## config.mk

```make
export PLATFORM = sky130hd
export DESIGN_NAME = dcpa_top
export DESIGN_NICKNAME = d
export VERILOG_FILES = /design/src/inc/dcpa_pkg.sv /design/src/inc/dcpa_dec_if.sv /design/src/core/dcpa_decode.sv /design/src/core/dcpa_top.sv
export VERILOG_INCLUDE_DIRS = /design/src /design/src/inc
export SDC_FILE = /design/constraint.sdc
export NUM_CORES = 1
export LEC_CHECK = 0
export ABC_AREA = 1
export BUFFER_PORTS_ARGS = -buffer_cell sky130_fd_sc_hd__buf_2
export CAP_MARGIN = 25
export CORE_MARGIN = 2
export CORE_UTILIZATION = 40
export DETAILED_ROUTE_END_ITERATION = 8
export GPL_ROUTABILITY_DRIVEN = 0
export PLACE_DENSITY = 0.55
export SLEW_MARGIN = 0
export SYNTH_ARGS = -nofsm -noshare
export SYNTH_HDL_FRONTEND = slang
export SYNTH_SLANG_ARGS = --single-unit
export TNS_END_PERCENT = 100
```

## constraint.sdc

```tcl
create_clock -name i_core_clk -period 2.2 [get_ports i_core_clk]
set_clock_uncertainty 0.2 [all_clocks]
set_input_delay 0.22 -clock i_core_clk [delete_from_list [all_inputs] [get_ports i_core_clk]]
set_output_delay 0.22 -clock i_core_clk [all_outputs]
set_load 0.02 [all_outputs]
```

## src/inc/dcpa_regs.svh

```systemverilog
// register offsets, field positions, request codes and peripheral addresses
`ifndef DCPA_REGS_SVH
`define DCPA_REGS_SVH

// channel count, index width, request source count and peripheral request line count
`define DCPA_NCH 4
`define DCPA_CHW 2
`define DCPA_NSRC 11
`define DCPA_NPERIPH 10

// register index within a channel, address = {channel, index}
`define DCPA_REG_SEL 2'h0
`define DCPA_REG_PAD 2'h1
`define DCPA_REG_CON 2'h2
`define DCPA_REG_DAT 2'h3

// control register bit positions
`define DCPA_CON_EN 0
`define DCPA_CON_DIR 1
`define DCPA_CON_TRIG 2

// reset values
`define DCPA_RST_SEL 8'h00
`define DCPA_RST_WORD 16'h0000

// request source slot in the request vector
`define DCPA_SRC_EXT0 0
`define DCPA_SRC_CAP2 1
`define DCPA_SRC_CAP3 2
`define DCPA_SRC_CMP2 3
`define DCPA_SRC_SER1RX 4
`define DCPA_SRC_SER1TX 5
`define DCPA_SRC_CAN1RX 6
`define DCPA_SRC_CAN1TX 7
`define DCPA_SRC_CODEC 8
`define DCPA_SRC_CONV1 9
`define DCPA_SRC_CONV2 10

// request source select codes
`define DCPA_CODE_EXT0 8'h00
`define DCPA_CODE_CAP2 8'h05
`define DCPA_CODE_CAP3 8'h25
`define DCPA_CODE_CMP2 8'h06
`define DCPA_CODE_SER1RX 8'h0B
`define DCPA_CODE_SER1TX 8'h0C
`define DCPA_CODE_CAN1RX 8'h22
`define DCPA_CODE_CAN1TX 8'h46
`define DCPA_CODE_CODEC 8'h3C
`define DCPA_CODE_CONV1 8'h0D
`define DCPA_CODE_CONV2 8'h15

// peripheral data addresses, readable set
`define DCPA_AD_CAPTURE2_BUFFER 16'h014C
`define DCPA_AD_CAPTURE3_BUFFER 16'h0154
`define DCPA_AD_SERIAL1_RX_HOLDING 16'h0226
`define DCPA_AD_CAN1_RX_WORD 16'h0440
`define DCPA_AD_CODEC_RX_SLOT0 16'h0290
`define DCPA_AD_CONVERTER1_RESULT0 16'h0300
`define DCPA_AD_CONVERTER2_RESULT0 16'h0340
// peripheral data addresses, writable set
`define DCPA_AD_COMPARE2_PRIMARY 16'h0910
`define DCPA_AD_COMPARE2_SECONDARY 16'h090E
`define DCPA_AD_SERIAL1_TX_HOLDING 16'h0224
`define DCPA_AD_CAN1_TX_WORD 16'h0442
`define DCPA_AD_CODEC_TX_SLOT0 16'h0298

`endif

```

## src/inc/dcpa_pkg.sv

```systemverilog
// types shared by the channel association block
package dcpa_pkg;
`include "dcpa_regs.svh"

	typedef logic [7:0] dcpa_sel_t;
	typedef logic [15:0] dcpa_word_t;
	typedef logic [`DCPA_CHW-1:0] dcpa_ch_t;
	typedef logic [`DCPA_NSRC-1:0] dcpa_src_t;

	// whole state of the top module
	typedef struct packed {
		dcpa_sel_t [`DCPA_NCH-1:0] sel;
		dcpa_word_t [`DCPA_NCH-1:0] pad;
		logic [`DCPA_NCH-1:0] en;
		logic [`DCPA_NCH-1:0] dir;
		logic [`DCPA_NCH-1:0] pend;
		dcpa_word_t [`DCPA_NCH-1:0] data;
		logic [1:0] ext_sync;
		logic ext_last;
		dcpa_word_t rdata;
		dcpa_word_t per_addr;
		dcpa_word_t per_wdata;
		logic per_rd;
		logic per_wr;
		logic done;
		logic xfer_cap;
		dcpa_ch_t xfer_ch;
	} dcpa_state_t;
endpackage : dcpa_pkg

```

## src/inc/dcpa_dec_if.sv

```systemverilog
// per-channel link between state and the association decoder
`timescale 1ns/1ns
interface dcpa_dec_if;
	dcpa_pkg::dcpa_sel_t sel;
	dcpa_pkg::dcpa_word_t addr;
	logic wr_dir;
	dcpa_pkg::dcpa_src_t src;
	logic addr_ok;

	modport dec (
		input sel,
		input addr,
		input wr_dir,
		output src,
		output addr_ok
	);
	modport user (
		output sel,
		output addr,
		output wr_dir,
		input src,
		input addr_ok
	);
endinterface : dcpa_dec_if

```

## src/core/dcpa_decode.sv

```systemverilog
// association decoder: request code to source slot, address to validity
`timescale 1ns/1ns
`include "dcpa_regs.svh"
module dcpa_decode (
	// channel settings in, decode out
	dcpa_dec_if.dec bus
);

	// one-hot source slot, unlisted codes give none
	function automatic dcpa_pkg::dcpa_src_t code_to_src(input dcpa_pkg::dcpa_sel_t code);
		dcpa_pkg::dcpa_src_t oh;
		oh = '0;
		case (code)
			`DCPA_CODE_EXT0: oh[`DCPA_SRC_EXT0] = 1'b1;
			`DCPA_CODE_CAP2: oh[`DCPA_SRC_CAP2] = 1'b1;
			`DCPA_CODE_CAP3: oh[`DCPA_SRC_CAP3] = 1'b1;
			`DCPA_CODE_CMP2: oh[`DCPA_SRC_CMP2] = 1'b1;
			`DCPA_CODE_SER1RX: oh[`DCPA_SRC_SER1RX] = 1'b1;
			`DCPA_CODE_SER1TX: oh[`DCPA_SRC_SER1TX] = 1'b1;
			`DCPA_CODE_CAN1RX: oh[`DCPA_SRC_CAN1RX] = 1'b1;
			`DCPA_CODE_CAN1TX: oh[`DCPA_SRC_CAN1TX] = 1'b1;
			`DCPA_CODE_CODEC: oh[`DCPA_SRC_CODEC] = 1'b1;
			`DCPA_CODE_CONV1: oh[`DCPA_SRC_CONV1] = 1'b1;
			`DCPA_CODE_CONV2: oh[`DCPA_SRC_CONV2] = 1'b1;
			default: oh = '0;
		endcase
		return oh;
	endfunction : code_to_src

	// address legal for the direction; external irq zero has no data register
	function automatic logic addr_valid(input dcpa_pkg::dcpa_word_t a, input logic wr);
		logic ok;
		ok = 1'b0;
		if (wr) begin
			case (a)
				`DCPA_AD_COMPARE2_PRIMARY, `DCPA_AD_COMPARE2_SECONDARY: ok = 1'b1;
				`DCPA_AD_SERIAL1_TX_HOLDING: ok = 1'b1;
				`DCPA_AD_CAN1_TX_WORD: ok = 1'b1;
				`DCPA_AD_CODEC_TX_SLOT0: ok = 1'b1;
				default: ok = 1'b0;
			endcase
		end else begin
			case (a)
				`DCPA_AD_CAPTURE2_BUFFER: ok = 1'b1;
				`DCPA_AD_CAPTURE3_BUFFER: ok = 1'b1;
				`DCPA_AD_SERIAL1_RX_HOLDING: ok = 1'b1;
				`DCPA_AD_CAN1_RX_WORD: ok = 1'b1;
				`DCPA_AD_CODEC_RX_SLOT0: ok = 1'b1;
				`DCPA_AD_CONVERTER1_RESULT0: ok = 1'b1;
				`DCPA_AD_CONVERTER2_RESULT0: ok = 1'b1;
				default: ok = 1'b0;
			endcase
		end
		return ok;
	endfunction : addr_valid

	// purely combinational decode
	assign bus.src = code_to_src(bus.sel);
	assign bus.addr_ok = addr_valid(bus.addr, bus.wr_dir);

endmodule : dcpa_decode

```

## src/core/dcpa_top.sv

```systemverilog
// channel to peripheral association: request routing, arbitration, access gating
//
// What this block does
// - select code all zeros takes requests from external irq zero, no data register.
// - code 00000101 triggers on capture unit 2; buffer read at 0x014C.
// - code 00100101 triggers on capture unit 3; buffer read at 0x0154.
// - code 00000110 triggers on compare unit 2; writes to 0x0910 or 0x090E.
// - code 00001011 triggers on serial1 receiver; holding register read at 0x0226.
// - code 00001100 triggers on serial1 transmitter; holding register written at 0x0224.
// - code 00100010 triggers on CAN1 receive ready; word read at 0x0440.
// - code 01000110 triggers on CAN1 transmit request; word written at 0x0442.
// - code 00111100 triggers on codec done; reads 0x0290, writes 0x0298.
// - code 00001101 triggers on converter1 done; result read at 0x0300.
// - code 00010101 triggers on converter2 done; result read at 0x0340.
// - address register picks the data register; select register picks the trigger.
// - one request reaches every channel selecting it in the same cycle.
// - shared request: higher priority channel goes first, others stay pending.
// - writes to an unsupported peripheral address are dropped.
// - reads from an unsupported peripheral address return zero.
// - manual trigger bit raises a request arbitrated like peripheral requests.
// - a received request stays latched until its channel is granted or disabled.
//
// Local design decisions: the address-and-strobe port and the register addresses.
`timescale 1ns/1ns
`include "dcpa_regs.svh"
module dcpa_top (
	// clock and reset
	input wire logic i_core_clk,
	input wire logic i_reset_n,
	// register port
	input wire logic [`DCPA_CHW+1:0] i_reg_addr,
	input wire logic [15:0] i_reg_wdata,
	input wire logic i_reg_wr,
	input wire logic i_reg_rd,
	output logic [15:0] o_reg_rdata,
	// request sources
	input wire logic i_external_irq_zero,
	input wire logic [`DCPA_NPERIPH-1:0] i_periph_req,
	// peripheral data port
	output logic [15:0] o_per_addr,
	output logic [15:0] o_per_wdata,
	output logic o_per_wr,
	output logic o_per_rd,
	input wire logic [15:0] i_per_rdata,
	// transfer status
	output logic o_xfer_done,
	output logic [`DCPA_CHW-1:0] o_xfer_ch,
	output logic [`DCPA_NCH-1:0] o_pending
);

	dcpa_pkg::dcpa_state_t r;
	dcpa_pkg::dcpa_state_t r_nxt;

	// decode results per channel
	dcpa_pkg::dcpa_src_t [`DCPA_NCH-1:0] src_oh;
	logic [`DCPA_NCH-1:0] addr_ok;

	// one decoder per channel; decode is stateless so duplication costs only gates
	genvar g;
	generate
		for (g = 0; g < `DCPA_NCH; g = g + 1) begin : g_dec
			dcpa_dec_if u_if ();
			assign u_if.sel = r.sel[g];
			assign u_if.addr = r.pad[g];
			assign u_if.wr_dir = r.dir[g];
			assign src_oh[g] = u_if.src;
			assign addr_ok[g] = u_if.addr_ok;
			dcpa_decode u_dec (
				.bus(u_if.dec)
			);
		end
	endgenerate

	// lowest channel index has the highest priority
	function automatic logic [`DCPA_CHW:0] pick(input logic [`DCPA_NCH-1:0] p);
		logic [`DCPA_CHW:0] res;
		res = '0;
		for (int i = `DCPA_NCH - 1; i >= 0; i--) begin
			if (p[i]) begin
				res = {1'b1, i[`DCPA_CHW-1:0]};
			end
		end
		return res;
	endfunction : pick

	// combinational helpers
	logic ext_edge;
	dcpa_pkg::dcpa_src_t req_vec;
	logic [`DCPA_CHW:0] win;
	logic [`DCPA_NCH-1:0] hit;
	logic [`DCPA_NCH-1:0] clr;
	dcpa_pkg::dcpa_ch_t wch;
	dcpa_pkg::dcpa_ch_t rch;

	// request vector: synchronised edge of the pin plus same-clock peripheral pulses
	assign ext_edge = r.ext_sync[1] & ~r.ext_last;
	assign req_vec = {i_periph_req, ext_edge};
	assign win = pick(r.pend);
	assign wch = win[`DCPA_CHW-1:0];
	assign rch = i_reg_addr[`DCPA_CHW+1:2];

	// each channel sees every request it selects in the same cycle
	always_comb begin
		for (int c = 0; c < `DCPA_NCH; c++) begin
			hit[c] = r.en[c] & (|(src_oh[c] & req_vec));
			clr[c] = win[`DCPA_CHW] && (wch == c[`DCPA_CHW-1:0]);
		end
	end

	// next state
	always_comb begin
		r_nxt = r;
		r_nxt.per_rd = 1'b0;
		r_nxt.per_wr = 1'b0;
		r_nxt.done = 1'b0;
		r_nxt.xfer_cap = 1'b0;

		// two-flop synchroniser; only the second stage feeds the edge detector
		r_nxt.ext_sync = {r.ext_sync[0], i_external_irq_zero};
		r_nxt.ext_last = r.ext_sync[1];

		// granted channel issues its access in the next cycle
		if (win[`DCPA_CHW]) begin
			r_nxt.per_addr = r.pad[wch];
			r_nxt.xfer_ch = wch;
			r_nxt.done = 1'b1;
			if (r.dir[wch]) begin
				r_nxt.per_wr = addr_ok[wch];
				r_nxt.per_wdata = r.data[wch];
			end else begin
				r_nxt.per_rd = addr_ok[wch];
				r_nxt.xfer_cap = 1'b1;
			end
		end

		// pending stays until granted; a new request in the grant cycle wins
		for (int c = 0; c < `DCPA_NCH; c++) begin
			r_nxt.pend[c] = hit[c] | (r.pend[c] & ~clr[c]);
		end

		// register writes
		if (i_reg_wr) begin
			case (i_reg_addr[1:0])
				`DCPA_REG_SEL: begin
					r_nxt.sel[rch] = i_reg_wdata[7:0];
				end
				`DCPA_REG_PAD: begin
					r_nxt.pad[rch] = i_reg_wdata;
				end
				`DCPA_REG_CON: begin
					r_nxt.en[rch] = i_reg_wdata[`DCPA_CON_EN];
					r_nxt.dir[rch] = i_reg_wdata[`DCPA_CON_DIR];
					// disabling drops a stale request; trigger sets it anew
					if (!i_reg_wdata[`DCPA_CON_EN]) begin
						r_nxt.pend[rch] = 1'b0;
					end
					if (i_reg_wdata[`DCPA_CON_TRIG] && i_reg_wdata[`DCPA_CON_EN]) begin
						r_nxt.pend[rch] = 1'b1;
					end
				end
				`DCPA_REG_DAT: begin
					r_nxt.data[rch] = i_reg_wdata;
				end
				default: begin
					r_nxt.data[rch] = r.data[rch];
				end
			endcase
		end

		// read capture in the strobe cycle itself; unsupported address reads zero
		if (r.xfer_cap) begin
			r_nxt.data[r.xfer_ch] = r.per_rd ? i_per_rdata : `DCPA_RST_WORD;
		end

		// register read, answered in the following cycle
		r_nxt.rdata = `DCPA_RST_WORD;
		if (i_reg_rd) begin
			case (i_reg_addr[1:0])
				`DCPA_REG_SEL: r_nxt.rdata = {8'h00, r.sel[rch]};
				`DCPA_REG_PAD: r_nxt.rdata = r.pad[rch];
				`DCPA_REG_CON: begin
					r_nxt.rdata[`DCPA_CON_EN] = r.en[rch];
					r_nxt.rdata[`DCPA_CON_DIR] = r.dir[rch];
					r_nxt.rdata[`DCPA_CON_TRIG] = r.pend[rch];
				end
				`DCPA_REG_DAT: r_nxt.rdata = r.data[rch];
				default: r_nxt.rdata = `DCPA_RST_WORD;
			endcase
		end
	end

	// state register
	always_ff @(posedge i_core_clk or negedge i_reset_n) begin
		if (!i_reset_n) begin
			r <= '0;
		end else begin
			r <= r_nxt;
		end
	end

	// outputs straight from flops
	assign o_reg_rdata = r.rdata;
	assign o_per_addr = r.per_addr;
	assign o_per_wdata = r.per_wdata;
	assign o_per_wr = r.per_wr;
	assign o_per_rd = r.per_rd;
	assign o_xfer_done = r.done;
	assign o_xfer_ch = r.xfer_ch;
	assign o_pending = r.pend;

endmodule : dcpa_top

```

==> out/qor.txt, run 1 <==
=================================================================================
Number of non-filler instances in the completed layout                       2411
FF-to-FF End                                                         o_per_wdata[6]$_DFFE_PN0P_
Maximum clock insertion buffer count                                            3
Total of buffers placed on input and output ports                             107
Number of iterations in the first detailed-routing pass                         6
Maximum vdd ir drop                                                        792 uV
Number of cell instances on the worst register-to-register path                 9
Timing endpoint of the critical path                                 r[116]$_DFF_PN0_
Largest net degree at the start of global routing                              52
Fraction of final layout cells sized beyond drive strength 1                12.9%
Placed Instance Area                                                  14400 sq um
Mean area per synthesized cell                                         7.28 sq um
Total setup violations reported at the end of the flow                          0
Share of synthesized area spent on multiplexers                                0%
Failing checks                                                       negative hold slack
Internal power                                                            11.2 mW
Row Count                                                                      67
Most instantiated cells after synthesis                              sky130_fd_sc_hd__nand2_1 (421), sky130_fd_sc_hd__dfrtp_1 (229), sky130_fd_sc_hd__o21ai_0 (225)
Sequential share of power                                                   34.4%
Global-route wire length before repair                               72800 microns
Drc violations                                                                  0
Combined global-route utilization of all metal layers                       26.4%
Gate count of the mapped netlist                                             1840
CTS tree                                                                    built
Net count after synthesis                                                    1891
Max Slew Vio Count                                                              0
Arrival time at the worst endpoint                                        2.30 ns
Maximum clock rate                                                        481 MHz
Total power                                                               19.4 mW
Post-synthesis simple-gate area fraction                                    22.3%
Via-per-instance ratio                                                       5.50
Share of total power in combinational logic                                 41.1%
Layout overhead on the synthesized area                                     17.5%
Share of the synthesized area in the top cell type                          42.8%
Antenna Cells                                                                   0
Later-pin clock latency in the skew report                                0.55 ns
Post-DR wirelength/cell                                              19.4 microns
# H-tree levels                                                                 1
Most instantiated flip-flop cell in the synthesis netlist            sky130_fd_sc_hd__dfrtp_1
Actual slew at the worst max-slew pin                                    0.551 ns
Max Cap Violations                                                              0
Dominant combinational cell family by area after synthesis           compound AO/OA/AOI/OAI gates
Status                                                               complete, but fails checks
Async set or reset register ratio after synthesis                            100%
Total Die Area                                                        35000 sq um
Setup_tns                                                                    0 ns
Root Driver                                                          sky130_fd_sc_hd__clkbuf_16
Final antenna-violating net count                                               0
Count of cell types in the netlist                                             39
Worst reg-to-reg setup slack                                              0.16 ns
Setup WS post-layout                                                     0.123 ns
Worst-path fanout max                                                          26
Area of the core                                                      33300 sq um
Total I/O pin count                                                           108
Total overflow reported by the global router                                    0
Launch point of the worst path                                       i_reg_addr[1]
Fraction of the mapped netlist area in compound gates                       22.6%
Detailed Place HPWL                                                  34600 microns
Count of flip-flops with a built-in enable after synthesis                      0
CP Capture Type                                                         flip-flop
Final worst hold slack                                                -0.00517 ns
Vias                                                                        13300
Die Width                                                             187 microns
Cell with the most instances after synthesis                         sky130_fd_sc_hd__nand2_1
Leakage power figure                                                      7.37 nW
Largest area contributor in the netlist                              sky130_fd_sc_hd__dfrtp_1
Routed Wire Length                                                   46800 microns
NetSw                                                                     8.18 mW
Share of the cycle needed by the critical path after routing                94.4%
Max-slew headroom at the worst pin                                          63.2%
Filler instances                                                             3449
Number of buffers inserted during clock tree synthesis                         28
Endpoints failing hold                                                          6
Unrepaired setup endpoints after global routing                                no
Detailed Route Iter0 Violations                                              1353
Final non-filler cell area                                            15700 sq um
Seq/Total Area, Yosys                                                       42.8%
Total instance count after detailed placement                                2320
Synth warn                                                                      0
Synthesized-area fraction occupied by adder cells                              0%
Vert. Die Dim                                                         187 microns
Critical Path RT                                                          2.42 ns
Register clock-pin slew on the reported worst setup and hold paths        0.06 ns
Cell types with the largest area share after synthesis               sky130_fd_sc_hd__dfrtp_1 (43%), sky130_fd_sc_hd__nand2_1 (12%), sky130_fd_sc_hd__o21ai_0 (8.4%), sky130_fd_sc_hd__inv_1 (6.1%), sky130_fd_sc_hd__nor2_1 (4.7%)
Fraction of power spent switching nets                                      42.1%
Multi-input combinational cell area                                    6040 sq um
Cell area after technology mapping                                    13400 sq um
Final cell utilization of the core                                          47.3%
XOR/XNOR share of the synthesized area                                         0%
Register area                                                          5730 sq um
Antenna violations before repair                                                0
Clock network power share                                                   24.5%
Clock period minus worst slack                                            2.08 ns
Areal power density over the cells                                   1230 nW/um^2
Effective utilization at floorplan                                          40.3%
#FFs+latches synth                                                            229
Min-Delay Path Class                                                 input port to asynchronous set/reset pin
Number of nets at the end of the flow                                        1993
Sinks on Clock Net                                                            229
Startpoint types                                                       input port
Path type of the worst setup path                                    input port to flip-flop
Worst slack after detailed placement                                     0.157 ns
Worst reg2reg startpoint                                             o_pending[3]$_DFF_PN0_
Vias in the first global route                                              12800
=================================================================================
[worst min path at each step]
stage                                              to  slack, ns      start  depth (start not counted)
global placement            o_per_addr[2]$_DFFE_PN0P_      -0.02  i_reset_n                          1
global route        g_dec[2].u_if.addr[2]$_DFFE_PN0P_       0.03  i_reset_n                          2
floorplan           g_dec[0].u_if.addr[0]$_DFFE_PN0P_      -0.28  i_reset_n                          0
CTS                 g_dec[3].u_if.addr[3]$_DFFE_PN0P_      0.007  i_reset_n                          2
finish              g_dec[2].u_if.addr[2]$_DFFE_PN0P_     -0.005  i_reset_n                          2
detailed placement  g_dec[2].u_if.addr[2]$_DFFE_PN0P_      -0.02  i_reset_n                          1
[sequential cells by signal, indices dropped and copies added (netlist names)]
register / flops
o_pending: 4
o_per_wr: 1
o_per_wdata: 16
o_reg_rdata: 16
g_dec.u_if.sel: 32
g_dec.u_if.addr: 64
r: 72
o_per_addr: 16
o_per_rd: 1
o_xfer_ch: 2
o_xfer_done: 1
g_dec.u_if.wr_dir: 4
[area by class of cell]
cell class,instances,area share [%]
Tap cell,448,3.56
Clock buffer,39,5.10
Clock inverter,12,0.898
Inverter,228,5.48
Timing Repair Buffer,218,10.2
Multi-Input combinational cell,1237,38.4
Sequential cell,229,36.4
[power by group through the flow]
| stage | sequential [mW] | combinational (mW) | clock [mW] |
|---|---|---|---|
| CTS | 6.66 | 7.94 | 4.83 |
| detailed placement | 6.72 | 7.83 | 0 |
| global route | 6.85 | 8.85 | 5.01 |
| floorplan | 6.39 | 5.71 | 0 |
| global placement | 6.70 | 7.75 | 0 |
| finish | 6.67 | 7.97 | 4.75 |
[logic make-up (layout without fill, tap and decap cells)]
kind of cell           count (synthesis)  in the layout
AOI/OAI and AO/OA                    512            512
buffers and inverters                374            497
and+or+nand+nor                      725            725
DFF                                  229            229
[repair_timing]
| item | in CTS | in global routing |
|---|---|---|
| endpoints found under the hold margin | 382 | 0 |
| buffers inserted | 0 | 0 |
| endpoints found under the setup margin | 0 | 2 |
| gates resized for setup | 0 | 1 |
| hold buffers | 40 | 0 |
[cells in the final DEF (no fill, tap or decap), drive strengths merged, types with 2 or more instances in the layout]
master       synthesis  final
o211ai              62     62
a21oi               74     74
o221ai              21     21
buf                 77    178
a22oi                9      9
a41oi                3      3
a221oi              16     16
nand3               83     83
o2bb2ai              2      2
nand4               23     23
o21ai              232    232
dfrtp              229    229
clkinv               0      8
a31oi               14     14
o31ai                4      4
nor3                16     16
nor2               178    178
inv                228    228
dlygate4sd3          0     40
o22ai               72     72
nand2              423    423
bufinv               0      3
clkbuf              69     39
[worst max-delay path: stages]
cell and delay [ns]:
sky130_fd_sc_hd__dlygate4sd3_1 0.53, sky130_fd_sc_hd__buf_2 0.14, sky130_fd_sc_hd__nand2_1 0.13, sky130_fd_sc_hd__nor2_4 0.16, sky130_fd_sc_hd__nand2_1 0.17, sky130_fd_sc_hd__buf_12 0.22
sky130_fd_sc_hd__nand2_1 0.08, sky130_fd_sc_hd__a31oi_1 0.07, sky130_fd_sc_hd__dlygate4sd3_1 0.57
[per-layer routing]
layer / GRT usage, % / routed length (microns) / vias up
li1: - / - / 6331
met1: 35.6 / 20500 / 6402
met2: 45.1 / 22500 / 442
met3: 2.93 / 2710 / 76
met4: 7.33 / 1110 / 0
met5: 0 / 0 / -
Note: power is estimated with default switching activity, not from simulation.
==> run 2: changes to the inputs <==
--- a/config.mk
+++ b/config.mk
@@ -9,11 +9,13 @@
 export ABC_AREA = 1
 export BUFFER_PORTS_ARGS = -buffer_cell sky130_fd_sc_hd__buf_2
 export CAP_MARGIN = 25
+export CELL_PAD_IN_SITES_DETAIL_PLACEMENT = 2
+export CELL_PAD_IN_SITES_GLOBAL_PLACEMENT = 2
 export CORE_MARGIN = 2
-export CORE_UTILIZATION = 40
+export CORE_UTILIZATION = 38
 export DETAILED_ROUTE_END_ITERATION = 8
 export GPL_ROUTABILITY_DRIVEN = 0
-export PLACE_DENSITY = 0.55
+export PLACE_DENSITY = 0.84
 export SLEW_MARGIN = 0
 export SYNTH_ARGS = -nofsm -noshare
 export SYNTH_HDL_FRONTEND = slang
==> constraint.sdc (replaced) <==
create_clock -name i_core_clk -period 2.4 [get_ports i_core_clk]
set_clock_uncertainty 0.2 [all_clocks]
set_input_delay 0.24 -clock i_core_clk [delete_from_list [all_inputs] [get_ports i_core_clk]]
set_output_delay 0.24 -clock i_core_clk [all_outputs]
set_load 0.02 [all_outputs]
==> out/qor.txt, run 2 (same netlist as run 1, synthesis figures left out) <==
=================================================================================
Maximum vdd ir drop                                                        638 uV
Global-route wire length before repair                               98700 microns
Detailed Place HPWL                                                  42700 microns
Largest net degree at the start of global routing                              62
Clock period minus worst slack                                            2.29 ns
Sinks on Clock Net                                                            229
Actual slew at the worst max-slew pin                                    0.888 ns
Routed wl met2                                                       31400 microns
Register clock-pin slew on the reported worst setup and hold paths        0.07 ns
Post-DR wirelength/cell                                              27.0 microns
Routed Wire Length                                                   64800 microns
Uppermost layer routed                                                       met5
Status                                                               finished clean
Worst-path fanout max                                                          29
Total Die Area                                                        36800 sq um
Total of buffers placed on input and output ports                             107
Unrepaired setup endpoints after global routing                                no
Max Slew Vio Count                                                              0
Min-Delay Path Class                                                 input port to asynchronous set/reset pin
# H-tree levels                                                                 1
Total instance count after detailed placement                                2312
Startpoint types                                                       input port
Path type of the worst setup path                                    input port to flip-flop
Layout overhead on the synthesized area                                     16.8%
Number of buffers inserted during clock tree synthesis                         28
Antenna violations before repair                                                1
Flip-flop count of the largest register after layout                           72
Post-Route M1 WL                                                     26100 microns
Later-pin clock latency in the skew report                                0.58 ns
Number of non-filler instances in the completed layout                       2401
Vert. Die Dim                                                         192 microns
Endpoints failing hold                                                          0
Total power                                                               19.1 mW
Areal power density over the cells                                   1220 nW/um^2
Total I/O pin count                                                           108
Most common cell after layout, fill and taps aside                   sky130_fd_sc_hd__nand2_1
Vias in the first global route                                              16000
Number of nets at the end of the flow                                        1976
Register name with the most flops                                               r
Detailed Route Iter0 Violations                                               957
Arrival time at the worst endpoint                                        2.60 ns
Maximum clock rate                                                        437 MHz
Leakage power figure                                                      7.31 nW
Vias                                                                        14600
Number of iterations in the first detailed-routing pass                         5
Row Count                                                                      68
Die Width                                                             192 microns
Root Driver                                                          sky130_fd_sc_hd__clkbuf_16
Area of the core                                                      34600 sq um
CTS tree                                                                    built
Fraction of final layout cells sized beyond drive strength 1                12.5%
Number of cell instances on the worst register-to-register path                 6
Max-slew headroom at the worst pin                                          40.8%
Antenna Cells                                                                   0
Setup_tns                                                                    0 ns
Met3 Wirelength                                                      3700 microns
Maximum clock insertion buffer count                                            3
Total setup violations reported at the end of the flow                          0
Max Cap Violations                                                              0
Drc violations                                                                  0
Via-per-instance ratio                                                       6.08
Final antenna-violating net count                                               0
Combined global-route utilization of all metal layers                       35.5%
Highest-count cells in the layout ignoring fill and taps             sky130_fd_sc_hd__nand2_1 (420), sky130_fd_sc_hd__dfrtp_1 (228), sky130_fd_sc_hd__o21ai_0 (225)
CP Capture Type                                                         flip-flop
Total overflow reported by the global router                                    0
Critical Path RT                                                          2.71 ns
Effective utilization at floorplan                                          38.7%
Share of the cycle needed by the critical path after routing                95.3%
=================================================================================
-- run 2: per-layer routing --
layer / vias to the layer above / track usage, %
met5: - / 0
met2: 559 / 60.6
met3: 238 / 5.37
li1: 6278 / -
met1: 7511 / 43.4
met4: 2 / 18.3
-- run 2: area by class of cell --
type / instances / area, sq um
clock inverter: 10 / 190
multi-input combinational: 1237 / 6040
fill: 3995 / 19000
inverter: 228 / 863
clock buffer: 41 / 830
timing repair buffer: 201 / 1420
tap: 455 / 569
sequential: 229 / 5730
-- run 2: power by group --
| part | switching [mW] | leakage [nW] | total, mW | internal [mW] |
|---|---|---|---|---|
| logic | 5.54 | 3.99 | 7.90 | 2.36 |
| registers | 1.21 | 2.81 | 6.36 | 5.15 |
| clock network | 1.90 | 0.502 | 4.83 | 2.93 |
-- run 2: path summary, 6_finish.rpt --
kind                                     startpoint                            endpoint  slack (ns)
min                                       i_reset_n           o_per_addr[3]$_DFFE_PN0P_        0.02
min reg2reg                         r[55]$_DFF_PN0_                     r[56]$_DFF_PN0_        0.16
max in group asynchronous                 i_reset_n  g_dec[1].u_if.addr[12]$_DFFE_PN0P_        1.12
min in group i_core_clk               i_reg_addr[1]            o_reg_rdata[0]$_DFF_PN0_        0.03
max reg2reg                o_xfer_ch[1]$_DFFE_PN0P_                     r[83]$_DFF_PN0_        0.12
max                                   i_reg_addr[0]                     r[83]$_DFF_PN0_        0.11
-- run 2: critical path, cell delays in order --
cell                            delay (ns)
sky130_fd_sc_hd__dlygate4sd3_1        0.54
sky130_fd_sc_hd__buf_2                0.15
sky130_fd_sc_hd__nand2_1              0.17
sky130_fd_sc_hd__nor2_4               0.19
sky130_fd_sc_hd__nand2_1              0.07
sky130_fd_sc_hd__buf_4                0.26
sky130_fd_sc_hd__a21oi_1              0.17
sky130_fd_sc_hd__o21ai_0              0.10
sky130_fd_sc_hd__o21ai_1              0.12
sky130_fd_sc_hd__dlygate4sd3_1        0.58
-- run 2: what timing repair did --
action | 4_1_cts | 5_1_grt
setup endpoints to repair | 0 | 1
buffers inserted | 0 | 1
resized for setup | 0 | 1
endpoints found under the hold margin | 362 | 0
hold buffers | 37 | 0
-- run 2: stage by stage --
stage                     hold slack, ns  worst slack (ns)  area [sq um]  utilization (%)
after floorplan                   -0.256             0.642         13400                -
after global placement            0.0236             0.309         14200             41.1
after detailed placement          0.0248             0.235         14200             41.1
after CTS                       0.000918            0.0821         15600             45.2
after global routing              0.0496            0.0107         15600             45.2
final                             0.0194             0.113         15600             45.2
